`src/inc/scan_master_pkg.sv`:
```
// constants, register map and carrier types of the scan master engine
// assumes a 10 MHz system clock and a zero-wait AHB-Lite register slave
package scan_master_pkg;

    // bus and data widths
    localparam int unsigned DATA_W = 32;
    localparam int unsigned ADDR_W = 8;
    localparam int unsigned DOR_COUNT = 4;
    localparam int unsigned FRAME_MAX = DOR_COUNT * DATA_W;
    localparam int unsigned CNT_W = 8;

    // register byte offsets
    localparam logic [ADDR_W-1:0] OFF_MCR = 8'h00;
    localparam logic [ADDR_W-1:0] OFF_SR = 8'h04;
    localparam logic [ADDR_W-1:0] OFF_CTRL = 8'h08;
    localparam logic [ADDR_W-1:0] OFF_DOR0 = 8'h10;
    localparam logic [ADDR_W-1:0] OFF_DOR3 = 8'h1c;
    localparam logic [ADDR_W-1:0] OFF_CAPT = 8'h20;

    // ahb transfer codes
    localparam logic [1:0] HTRANS_NONSEQ = 2'h2;
    localparam logic [2:0] HSIZE_BYTE = 3'h0;
    localparam logic [2:0] HSIZE_HALF = 3'h1;

    // test clock select codes
    localparam logic [1:0] TEST_CLOCK_SELECT_NONE = 2'h0;

    // timing: system clock and internal test clock periods in ns
    localparam int unsigned CLK_PERIOD_NS = 100;
    localparam int unsigned TCK1_PERIOD_NS = 400;
    localparam int unsigned TCK2_PERIOD_NS = 800;
    localparam int unsigned TCK3_PERIOD_NS = 1600;
    localparam int unsigned DIV_W = 4;
    // half periods in system cycles, rounded down, never below one
    localparam logic [DIV_W-1:0] TCK1_HALF = DIV_W'(TCK1_PERIOD_NS / (2 * CLK_PERIOD_NS));
    localparam logic [DIV_W-1:0] TCK2_HALF = DIV_W'(TCK2_PERIOD_NS / (2 * CLK_PERIOD_NS));
    localparam logic [DIV_W-1:0] TCK3_HALF = DIV_W'(TCK3_PERIOD_NS / (2 * CLK_PERIOD_NS));

    // module configuration register layout
    typedef struct packed {
        logic [26:0] rsvd;           // reads zero
        logic idle_irq_enable;       // bit 4
        logic [1:0] test_clock_select; // bits 3:2
        logic transfer_mode_bit;     // bit 1
        logic soft_reset_bit;        // bit 0
    } module_config_reg_t;
    localparam module_config_reg_t MCR_RESET = '0;

    // control register layout
    typedef struct packed {
        logic [22:0] rsvd;
        logic start;                 // bit 8, write one to launch
        logic [CNT_W-1:0] length;    // bits 7:0, frame bits
    } ctrl_reg_t;

    // status register bit positions
    localparam int unsigned SR_IDLE = 0;
    localparam int unsigned SR_BUSY = 1;
    localparam int unsigned SR_CLOCKED = 2;
    localparam int unsigned SR_TOOL = 3;

    // captured address phase
    typedef struct packed {
        logic valid;
        logic write;
        logic [2:0] size;
        logic [ADDR_W-1:0] addr;
    } addr_phase_t;

    // frame engine states
    typedef enum logic [0:0] {
        FS_IDLE = 1'b0,
        FS_SHIFT = 1'b1
    } frame_state_t;

endpackage

```
`src/rtl/scan_sync.sv`:
```
// two-flop synchroniser for pins entering the system clock domain
// assumes inputs are asynchronous levels; only the second stage is read
`timescale 1ns/1ns
module scan_sync #(
    parameter int unsigned WIDTH = 1
) (
    // clock and reset
    input wire logic I_CLK,
    input wire logic I_RST_N,
    // asynchronous levels in, synchronised levels out
    input wire logic [WIDTH-1:0] i_async,
    output logic [WIDTH-1:0] o_sync
);
    // a synchroniser without a bit cannot be built
    if (WIDTH == 0) begin : g_bad_width
        $error("scan_sync needs at least one bit");
    end

    // first and second stage
    logic [WIDTH-1:0] stage1;
    logic [WIDTH-1:0] stage2;

    // both stages clear to zero under reset
    always_ff @(posedge I_CLK or negedge I_RST_N) begin
        if (!I_RST_N) begin
            stage1 <= '0;
            stage2 <= '0;
        end else begin
            stage1 <= i_async;
            stage2 <= stage1;
        end
    end

    assign o_sync = stage2;

endmodule // scan_sync

```
`src/rtl/scan_master_engine.sv`:
```
// scan master engine: ahb-lite registers, test clock and frame shifter
// assumes one ahb master, tool pins asynchronous to I_CLK (10 MHz)
//
// Added by the designer: the register addresses and register access over AHB-Lite.
`timescale 1ns/1ns
// Overview of operation
// [RULE_01] soft reset clears engine, then self-clears
// [RULE_02] self-clear only when the engine is clocked
// [RULE_03] software enables clocking before soft reset
// [RULE_04] transfer mode meant to guard data writes
// [RULE_05] data output registers always writable
// [RULE_06] stale idle flag interrupts once enabled
// [RULE_07] software clears idle before enabling interrupt
// [RULE_08] narrow writes widen, other bytes zero
// [RULE_09] frame end sets idle; irq is idle&enable
module scan_master_engine
    import scan_master_pkg::*;
(
    // clock and reset
    input wire logic I_CLK,
    input wire logic I_RST_N,
    // ahb-lite slave
    input wire logic I_HSEL,
    input wire logic [ADDR_W-1:0] I_HADDR,
    input wire logic [1:0] I_HTRANS,
    input wire logic I_HWRITE,
    input wire logic [2:0] I_HSIZE,
    input wire logic [DATA_W-1:0] I_HWDATA,
    input wire logic I_HREADY,
    output logic [DATA_W-1:0] O_HRDATA,
    output logic O_HREADYOUT,
    output logic O_HRESP,
    // external tool and scan pins
    input wire logic I_TOOL_PRESENT,
    input wire logic I_TOOL_TCK,
    input wire logic I_TDO,
    output logic O_TCK,
    output logic O_TCK_OE,
    output logic O_TMS,
    output logic O_TDI,
    // interrupt request
    output logic O_IRQ
);
    // state of the block apart from the pin synchroniser stages
    typedef struct packed {
        addr_phase_t ap;                // pending data phase
        logic [DATA_W-1:0] rdata;       // read data for the data phase
        module_config_reg_t module_config_reg;        // configuration
        logic idle;                     // sticky frame-done flag
        logic [DOR_COUNT-1:0][DATA_W-1:0] dor; // data output regs
        logic [DATA_W-1:0] capt;        // last bits seen on tdo
        frame_state_t fs;               // frame state
        logic [CNT_W-1:0] cnt;          // bits left in the frame
        logic [FRAME_MAX-1:0] shreg;    // bits still to present
        logic [DIV_W-1:0] div;          // internal tck divider
        logic tck;                      // internal tck level
        logic tool_tck_q;               // previous synced tool tck
        logic tdi;
        logic tms;
    } state_t;

    state_t st;
    state_t next_st;

    // synchronised pins
    logic [2:0] pins_sync;
    logic tool_on;
    logic tool_tck_s;
    logic tdo_s;

    scan_sync #(
        .WIDTH(3)
    ) u_sync (
        .I_CLK(I_CLK),
        .I_RST_N(I_RST_N),
        .i_async({I_TOOL_PRESENT, I_TOOL_TCK, I_TDO}),
        .o_sync(pins_sync)
    );

    assign tool_on = pins_sync[2];
    assign tool_tck_s = pins_sync[1];
    assign tdo_s = pins_sync[0];

    // byte lanes kept by a narrow write; the others are forced to zero
    function automatic logic [DATA_W-1:0] widen(input logic [DATA_W-1:0] d,
            input logic [1:0] a, input logic [2:0] sz);
        logic [DATA_W-1:0] m;
        m = '1;
        if (sz == HSIZE_BYTE) begin
            m = DATA_W'(32'h0000_00ff) << {a, 3'h0};
        end else if (sz == HSIZE_HALF) begin
            m = DATA_W'(32'h0000_ffff) << {a[1], 4'h0};
        end
        return d & m;
    endfunction

    // internal half period from the select code
    function automatic logic [DIV_W-1:0] half_of(input logic [1:0] sel);
        logic [DIV_W-1:0] h;
        h = TCK3_HALF;
        if (sel == 2'h1) begin
            h = TCK1_HALF;
        end else if (sel == 2'h2) begin
            h = TCK2_HALF;
        end
        return h;
    endfunction

    // combinational helpers
    logic int_on;           // internal test clock running
    logic clocked;          // engine receives clock edges
    logic tick;             // one rising test clock edge
    logic [DATA_W-1:0] wdata;
    ctrl_reg_t ctrl_w;
    logic [DATA_W-1:0] sr_val;
    logic [2:0] dor_idx;

    // status word seen by software
    always_comb begin
        sr_val = '0;
        sr_val[SR_IDLE] = st.idle;
        sr_val[SR_BUSY] = (st.fs == FS_SHIFT);
        sr_val[SR_CLOCKED] = clocked;
        sr_val[SR_TOOL] = tool_on;
    end

    // next state
    always_comb begin
        next_st = st;
        // internal clock needs transfer mode and a valid select
        int_on = st.module_config_reg.transfer_mode_bit && (st.module_config_reg.test_clock_select != TEST_CLOCK_SELECT_NONE); // RULE_02
        clocked = tool_on || int_on; // RULE_02
        tick = 1'b0;
        wdata = widen(I_HWDATA, st.ap.addr[1:0], st.ap.size); // RULE_08
        ctrl_w = ctrl_reg_t'(wdata);
        dor_idx = 3'(st.ap.addr[4:2]);

        // test clock source: the tool wins when attached
        next_st.tool_tck_q = tool_tck_s;
        if (tool_on) begin
            tick = tool_tck_s && !st.tool_tck_q;
            next_st.div = '0;
            next_st.tck = 1'b0;
        end else if (int_on) begin
            if (st.div == '0) begin
                next_st.div = half_of(st.module_config_reg.test_clock_select) - DIV_W'(1);
                next_st.tck = !st.tck;
                tick = !st.tck;
            end else begin
                next_st.div = st.div - DIV_W'(1);
            end
        end else begin
            // unclocked: a pending soft reset waits here
            next_st.div = '0;
            next_st.tck = 1'b0;
        end

        // engine work on each test clock edge
        if (tick && st.module_config_reg.soft_reset_bit) begin
            // soft reset clears the engine and then itself
            next_st.fs = FS_IDLE; // RULE_01
            next_st.cnt = '0;
            next_st.shreg = '0;
            next_st.tdi = 1'b0;
            next_st.tms = 1'b0;
            next_st.module_config_reg.soft_reset_bit = 1'b0; // RULE_02
        end else if (tick && st.fs == FS_SHIFT) begin
            // target took the current bit; move on
            next_st.capt = {tdo_s, st.capt[DATA_W-1:1]};
            next_st.cnt = st.cnt - CNT_W'(1);
            if (st.cnt == CNT_W'(1)) begin
                next_st.fs = FS_IDLE;
                next_st.tms = 1'b0;
            end else begin
                next_st.tdi = st.shreg[0];
                next_st.shreg = st.shreg >> 1;
                next_st.tms = (st.cnt == CNT_W'(2));
            end
        end

        // data phase of a write
        if (st.ap.valid && st.ap.write) begin
            if (st.ap.addr == OFF_MCR) begin
                next_st.module_config_reg = module_config_reg_t'(wdata);
                next_st.module_config_reg.rsvd = '0;
                // a write of one wins over a same-cycle self-clear
                next_st.module_config_reg.soft_reset_bit = wdata[0]; // RULE_01
            end else if (st.ap.addr == OFF_SR) begin
                if (wdata[SR_IDLE]) begin
                    next_st.idle = 1'b0; // RULE_07
                end
            end else if (st.ap.addr == OFF_CTRL) begin
                // launch only when idle, not in soft reset, length legal
                if (ctrl_w.start && st.fs == FS_IDLE && !st.module_config_reg.soft_reset_bit
                        && ctrl_w.length != '0
                        && 32'(ctrl_w.length) <= FRAME_MAX) begin
                    next_st.fs = FS_SHIFT;
                    next_st.cnt = ctrl_w.length;
                    next_st.tdi = st.dor[0][0];
                    next_st.shreg = st.dor >> 1;
                    next_st.tms = (ctrl_w.length == CNT_W'(1));
                end
            end else if (st.ap.addr >= OFF_DOR0 && st.ap.addr <= OFF_DOR3) begin // RULE_04
                // no transfer mode check on these writes
                next_st.dor[dor_idx[1:0]] = wdata; // RULE_05
            end
        end

        // frame end sets the flag; the set beats a same-cycle clear
        if (tick && !st.module_config_reg.soft_reset_bit && st.fs == FS_SHIFT && st.cnt == CNT_W'(1)) begin
            next_st.idle = 1'b1; // RULE_09
        end

        // address phase capture and read data
        next_st.ap.valid = I_HSEL && I_HREADY && (I_HTRANS == HTRANS_NONSEQ || I_HTRANS[1]);
        next_st.ap.write = I_HWRITE;
        next_st.ap.size = I_HSIZE;
        next_st.ap.addr = I_HADDR;
        next_st.rdata = '0;
        if (next_st.ap.valid && !I_HWRITE) begin
            if (I_HADDR == OFF_MCR) begin
                next_st.rdata = st.module_config_reg;
            end else if (I_HADDR == OFF_SR) begin
                next_st.rdata = sr_val;
            end else if (I_HADDR >= OFF_DOR0 && I_HADDR <= OFF_DOR3) begin
                next_st.rdata = st.dor[I_HADDR[3:2]];
            end else if (I_HADDR == OFF_CAPT) begin
                next_st.rdata = st.capt;
            end
        end
    end

    // one register for the whole state
    always_ff @(posedge I_CLK or negedge I_RST_N) begin
        if (!I_RST_N) begin
            st <= '0;
            st.module_config_reg <= MCR_RESET;
            st.fs <= FS_IDLE;
        end else begin
            st <= next_st;
        end
    end

    // outputs
    assign O_HRDATA = st.rdata;
    assign O_HREADYOUT = 1'b1;
    assign O_HRESP = 1'b0;
    assign O_TCK = st.tck;
    assign O_TCK_OE = int_on && !tool_on;
    assign O_TMS = st.tms;
    assign O_TDI = st.tdi;
    // a stale flag fires as soon as the enable rises
    assign O_IRQ = st.idle && st.module_config_reg.idle_irq_enable; // RULE_06

endmodule // scan_master_engine

```
`config.mk`:
```
export PLATFORM = sky130hd
export DESIGN_NAME = scan_master_engine
export DESIGN_NICKNAME = d
export VERILOG_FILES = /design/src/inc/scan_master_pkg.sv /design/src/rtl/scan_sync.sv /design/src/rtl/scan_master_engine.sv
export SDC_FILE = /design/constraint.sdc
export NUM_CORES = 1
export LEC_CHECK = 0
export BUFFER_PORTS_ARGS = -buffer_cell sky130_fd_sc_hd__buf_2
export CAP_MARGIN = 20
export CORE_MARGIN = 3
export CORE_UTILIZATION = 42
export CTS_CLUSTER_DIAMETER = 200
export CTS_CLUSTER_SIZE = 10
export DETAILED_ROUTE_END_ITERATION = 10
export PLACE_DENSITY = 0.68
export SYNTH_ARGS = -nofsm -noshare
export SYNTH_HDL_FRONTEND = slang
export SYNTH_HIERARCHICAL = 1
export SYNTH_SLANG_ARGS = --single-unit
export TNS_END_PERCENT = 20
```
`constraint.sdc`:
```
create_clock -name I_CLK -period 3.25 [get_ports I_CLK]
set_input_delay 0.325 -clock I_CLK [delete_from_list [all_inputs] [get_ports I_CLK]]
set_output_delay 0.325 -clock I_CLK [all_outputs]
set_load 0.01 [all_outputs]
```
# After elaboration in Yosys (flattened, before gate mapping)
# Cells that the tools add are included.
totals:
  reg_bits: 362
  latch_bits: 0
  ramBits: 0
  rom_bits: 0
  input_bits: 53
  out_inout_bits: 39
  word_cells: 149
  memories: 0
op_classes:
  addsub: 3
  mul: 0
  div: 0
  order_cmp: 8
  eq_ne: 13
  shift: 2
  muxes: 52
  bitwise: 6
  reduce_logical: 40
ops:
  columns: ["cell", "n"]
  rows:
  - ["$mux W137", 7]
  - ["$mux W128", 4]
  - ["$mux W32", 9]
  - ["$mux W130", 1]
  - ["$mux W129", 1]
  - ["$bwmux W128", 1]
  - ["$bmux W32 S2", 1]
  - ["$demux W32 S2", 1]
  - ["$and A32 B32 Y32", 1]
  - ["$shl A16 B5 Y32 const A", 1]
  - ["$shl A8 B5 Y32 const A", 1]
  - ["$mux W4", 6]
  - ["$logic_and A1 B1 Y1", 20]
  - ["$eq A8 B1 Y1 const B", 2]
  - ["$eq A8 B3 Y1 const B", 2]
  - ["$ge A8 B5 Y1 const B", 2]
  - ["$le A8 B5 Y1 const B", 2]
  - ["$logic_not A8 Y1", 2]
  - ["$mux W2", 7]
  - ["$mux W1", 12]
  - ["$mux W5", 2]
  - ["$eq A8 B2 Y1 const B", 1]
  - ["$eq A8 B4 Y1 const B", 1]
  - ["$eq A8 B6 Y1 const B", 1]
  - ["other kinds (20)", 36]

# Depth between registers and ports, before layout
logic_depth:
  depth_word: 13
  mapped_depth: 10
  depth_no_buf: 7

# By module
# The synthesis kept the hierarchy.
modules_own_cells:
  columns: ["mod", "n_inst", "cells_per_inst", "area_each_um2", "seq_area_each_um2"]
  rows:
  - ["scan_master_engine", 1, 1442, 15721.3, 8908.5]
  - ["scan_sync", 1, 6, 150.1, 150.1]

# Worst setup path after synthesis
# No wires, ideal clock.
synth_timing:
  kind: "reg2reg"
  from: "reg st[308] (netlist bit)"
  to: "reg st[147] (netlist bit)"
  setup_time_ns: 0.128
  t_arrival_ns: 2.350
  t_required_ns: 3.122
  path_slack_ns: 0.773
  path_stages_with_launch: 10
  path_buffers: 3
  synth_period_minus_slack_ns: 2.477
  path_cell_list: "dfrtp_1 inv_1 ha_1 or3b_1 clkbuf_1 o31a_1 buf_2 nor2_2 buf_2 mux2_1"
synth_between:
  elab_chain_cells: 7
  word_cells_on_any_way: 8
  cone_classes: "2 x mux; 1 x bitwise; 5 x reduce/logical"
synth_lines:
  columns: ["item", "line", "rtl"]
  rows:
  - ["start, declared", "scan_master_engine.sv:62", "state_t st;"]
  - ["start signal, assigned", "scan_master_engine.sv:240", "st <= next_st;"]
  - ["$reduce_bool A2 Y1 *", "scan_master_engine.sv:131", "int_on = st.module_config_reg.transfer_mode_bit && (st.module_config_reg.test_clock_select != TEST_CLOCK_SELEC ..."]
  - ["$logic_and A1 B1 Y1 *", "scan_master_engine.sv:131", null]
  - ["$mux W1 *", "scan_master_engine.sv:144", "end else if (int_on) begin"]
  - ["$mux W1 *", "scan_master_engine.sv:140", "if (tool_on) begin"]
  - ["$logic_and A1 B1 Y1", "scan_master_engine.sv:159", "if (tick && st.module_config_reg.soft_reset_bit) begin"]
  - ["$not A1 Y1 (no source line)", null, null]
  - ["$reduce_and A2 Y1 (no source line) *", null, null]
# Mark *: on every way between the ends. The rest lies on a longest branch, timed or not.
# A chain may end at the register's enable or synchronous reset.

==> out/qor.csv <==
metric,value,unit
worst_setup_path_end_kind,register,
cts_inserted_buffers,42,
critical-path-slowest-cell,or3b_1,
cts_resized,0,
worstMarginPinSlew,0.766,ns
path_max_fanout,33,
maximum_number_of_pins_on_one_net_before_global_route_repair,137,
cell_area_after_placement,16700,um2
floorplan.io_pins,92,
globalRoute.totalOverflow,0,
yosys-top-cells-area,"dfrtp_1 (57%), mux2i_1 (8.1%), nand2_1 (7.1%), o21ai_1 (5.6%), mux4_2 (4.5%)",
detail_route.iter0.violations,763,
syn_to_final_growth,12.8,%
synth_top_area_share,0.571,
syn_inst,1448,
worst-path-buf-inv,3,
num_vias,10900,
final_routed_drc_violation_total,0,
peak_vdd_ir,0.000321,V
drt.antenna.violating_nets,0,
vias_per_cell,5.41,
timing.critical_path.cells,inv_1 -> ha_1 -> or3b_1 -> o31a_1 -> a211oi_4 -> buf_12 -> buf_12 -> mux2i_1 -> o21ai_1,
setup-tns-final,0,ns
grt_pass1_vias,11300,
cap_violations,0,
report.final.slew_viol_count,0,
fmax,350,MHz
number_of_enable_type_register_cells_in_the_synthesized_netlist,0,
drt-total-wl,37000,um
antenna_cell_count,0,
synth.avg_cell_area,11.0,um2
power.density_cell_area,512,nW/um2
post-route-cell-area,17900,um2
die-area,40200,um2
synth.largest_area_cell,dfrtp_1,
worstPathArrival,3.25,ns
cts_root_buffer,clkbuf_16,
filler_cell_count,3427,
clk-insertion-delay-late,0.54,ns
timing.final.ws_setup,0.394,ns
utilization,0.484,
cpPeakStageDelay,0.50,ns
synth-async-reset-ratio,1.00,
global_route_wire_length_before_repair,61500,um
grt_usage,0.186,
number_of_sinks_handled_by_clock_tree_synthesis,362,
gp_congestion,0.840,
ys_top_cells_by_count,"dfrtp_1 (362), nand2_1 (300), o21ai_1 (178)",
avgRoutedWirePerCell,18.4,um
multi_input_area,6070,um2
cpLargestDelayFamily,compound AO/OA/AOI/OAI gates,
total_leakage_power,7.95,nW
hp-class,input port to register,
yosysWarnings,6,
layout_worst_path_cycle_share,0.879,
outcome,completed,
crit_path_start_kind,register,
fp.coreArea,37000,um2
chipWidth,200,um
postSynthRegisterBits,362,
place_hpwl,23400,um
worstPathRequired,3.65,ns
chipHeight,200,um
report.final.setup_viol,0,
cts-root-to-sink-buffers,3,
antenna_violations_before_repair,0,
cts_tree,built,
drt_pass1_iterations,5,
post_route_cells_drive_above_1_share,0.142,
final_hold_violating_endpoints,0,
post_syn_nets,1508,
layout.nets,1563,
grt_setup_unrepaired,false,
syn_area,15900,um2
cts-htree-levels,2,
synth_most_common_cell,dfrtp_1,
yosys_most_used_dff,dfrtp_1,
finalWorstPathRequiredPeriod,2.86,ns
worstSetupPathType,register to register,
place_ws,0.432,ns
max_slew_margin,0.482,
post_synth_num_cell_types,59,
worst_path_most_repeated_cell,buf_12,
layout.area.seq,9060,um2
clk_transition_reported_paths,0.06,ns
synth_sequential_area_ratio,0.571,
starting_utilization_of_the_core_area,0.429,
io_buffer_count,88,
rows,70,
clock_skew,0.0163,ns
-- final cells by class --
class | instances | area share
Sequential cell | 362 | 0.506
Multi-Input combinational cell | 947 | 0.339
Clock buffer | 43 | 0.0601
Timing Repair Buffer | 139 | 0.0563
Tap cell | 504 | 0.0352
Inverter | 11 | 0.00231
Clock inverter | 2 | 0.000978
-- report_power, final --
group | switching, W | internal, W
Combinational | 0.000284 | 0.000169
Sequential | 0.0000767 | 0.00460
Clock | 0.00171 | 0.00232
Total | 0.00207 | 0.00710
-- worst paths after layout --
| kind | start | endpoint | slack, ns | cells past startpoint |
|---|---|---|---|---|
| max | st[308] | st[54] | 0.39 | 9 |
| min | I_HREADY | st[382] | 0.06 | 2 |
| max reg2reg | st[308] | st[54] | 0.39 | 9 |
| min reg2reg | u_sync/stage1[1] | u_sync/o_sync[1] | 0.35 | 0 |
| max in group asynchronous | I_RST_N | st[143] | 1.90 | 3 |
| min in group asynchronous | I_RST_N | O_HRDATA[20] | 0.40 | 2 |
-- cells by family after synthesis --
kind of cell,Yosys count,synth area share
AO/OA/AOI/OAI,334,0.114
adder cells (fa/ha/maj),7,0.00552
other,2,0.000473
multiplexers,195,0.151
buffers and inverters,139,0.0488
XOR/XNOR,6,0.00331
AND/OR/NAND/NOR,403,0.106
flip-flops,362,0.571
-- metal layers --
metal  global-route usage  vias up  share of wire
met2                0.302      233           0.48
met1                0.261     5472           0.46
li1                     -     5116              -
met4               0.0517        0          0.020
met3               0.0323       50          0.044
met5                    0        -              0
-- cell usage in the layout (no fill, tap or decap), types with 32 or more instances in the layout --
master / count
dfrtp_1: 362
nand2_1: 298
o21ai_1: 179
mux2i_1: 129
o21ai_0: 98
buf_2: 87
nor2_1: 44
clkbuf_16: 43
mux4_2: 32
mux2_1: 32
-- stage by stage --
stage / power [W] / hold slack, ns / instances
after floorplan: 0.00495 / 0.0294 / 1448
after global placement: 0.00519 / 0.333 / 1948
after detailed placement: 0.00520 / 0.341 / 1948
after CTS: 0.00927 / 0.0321 / 2008
after global routing: 0.00952 / 0.0494 / 2008
final: 0.00917 / 0.0554 / 2008
-- timing repair --
action	in CTS	in global routing
hold buffers	15	0
setup endpoints to repair	0	0
hold endpoints to repair	101	0
buffers inserted	0	0
(Power assumes the default switching activity.)
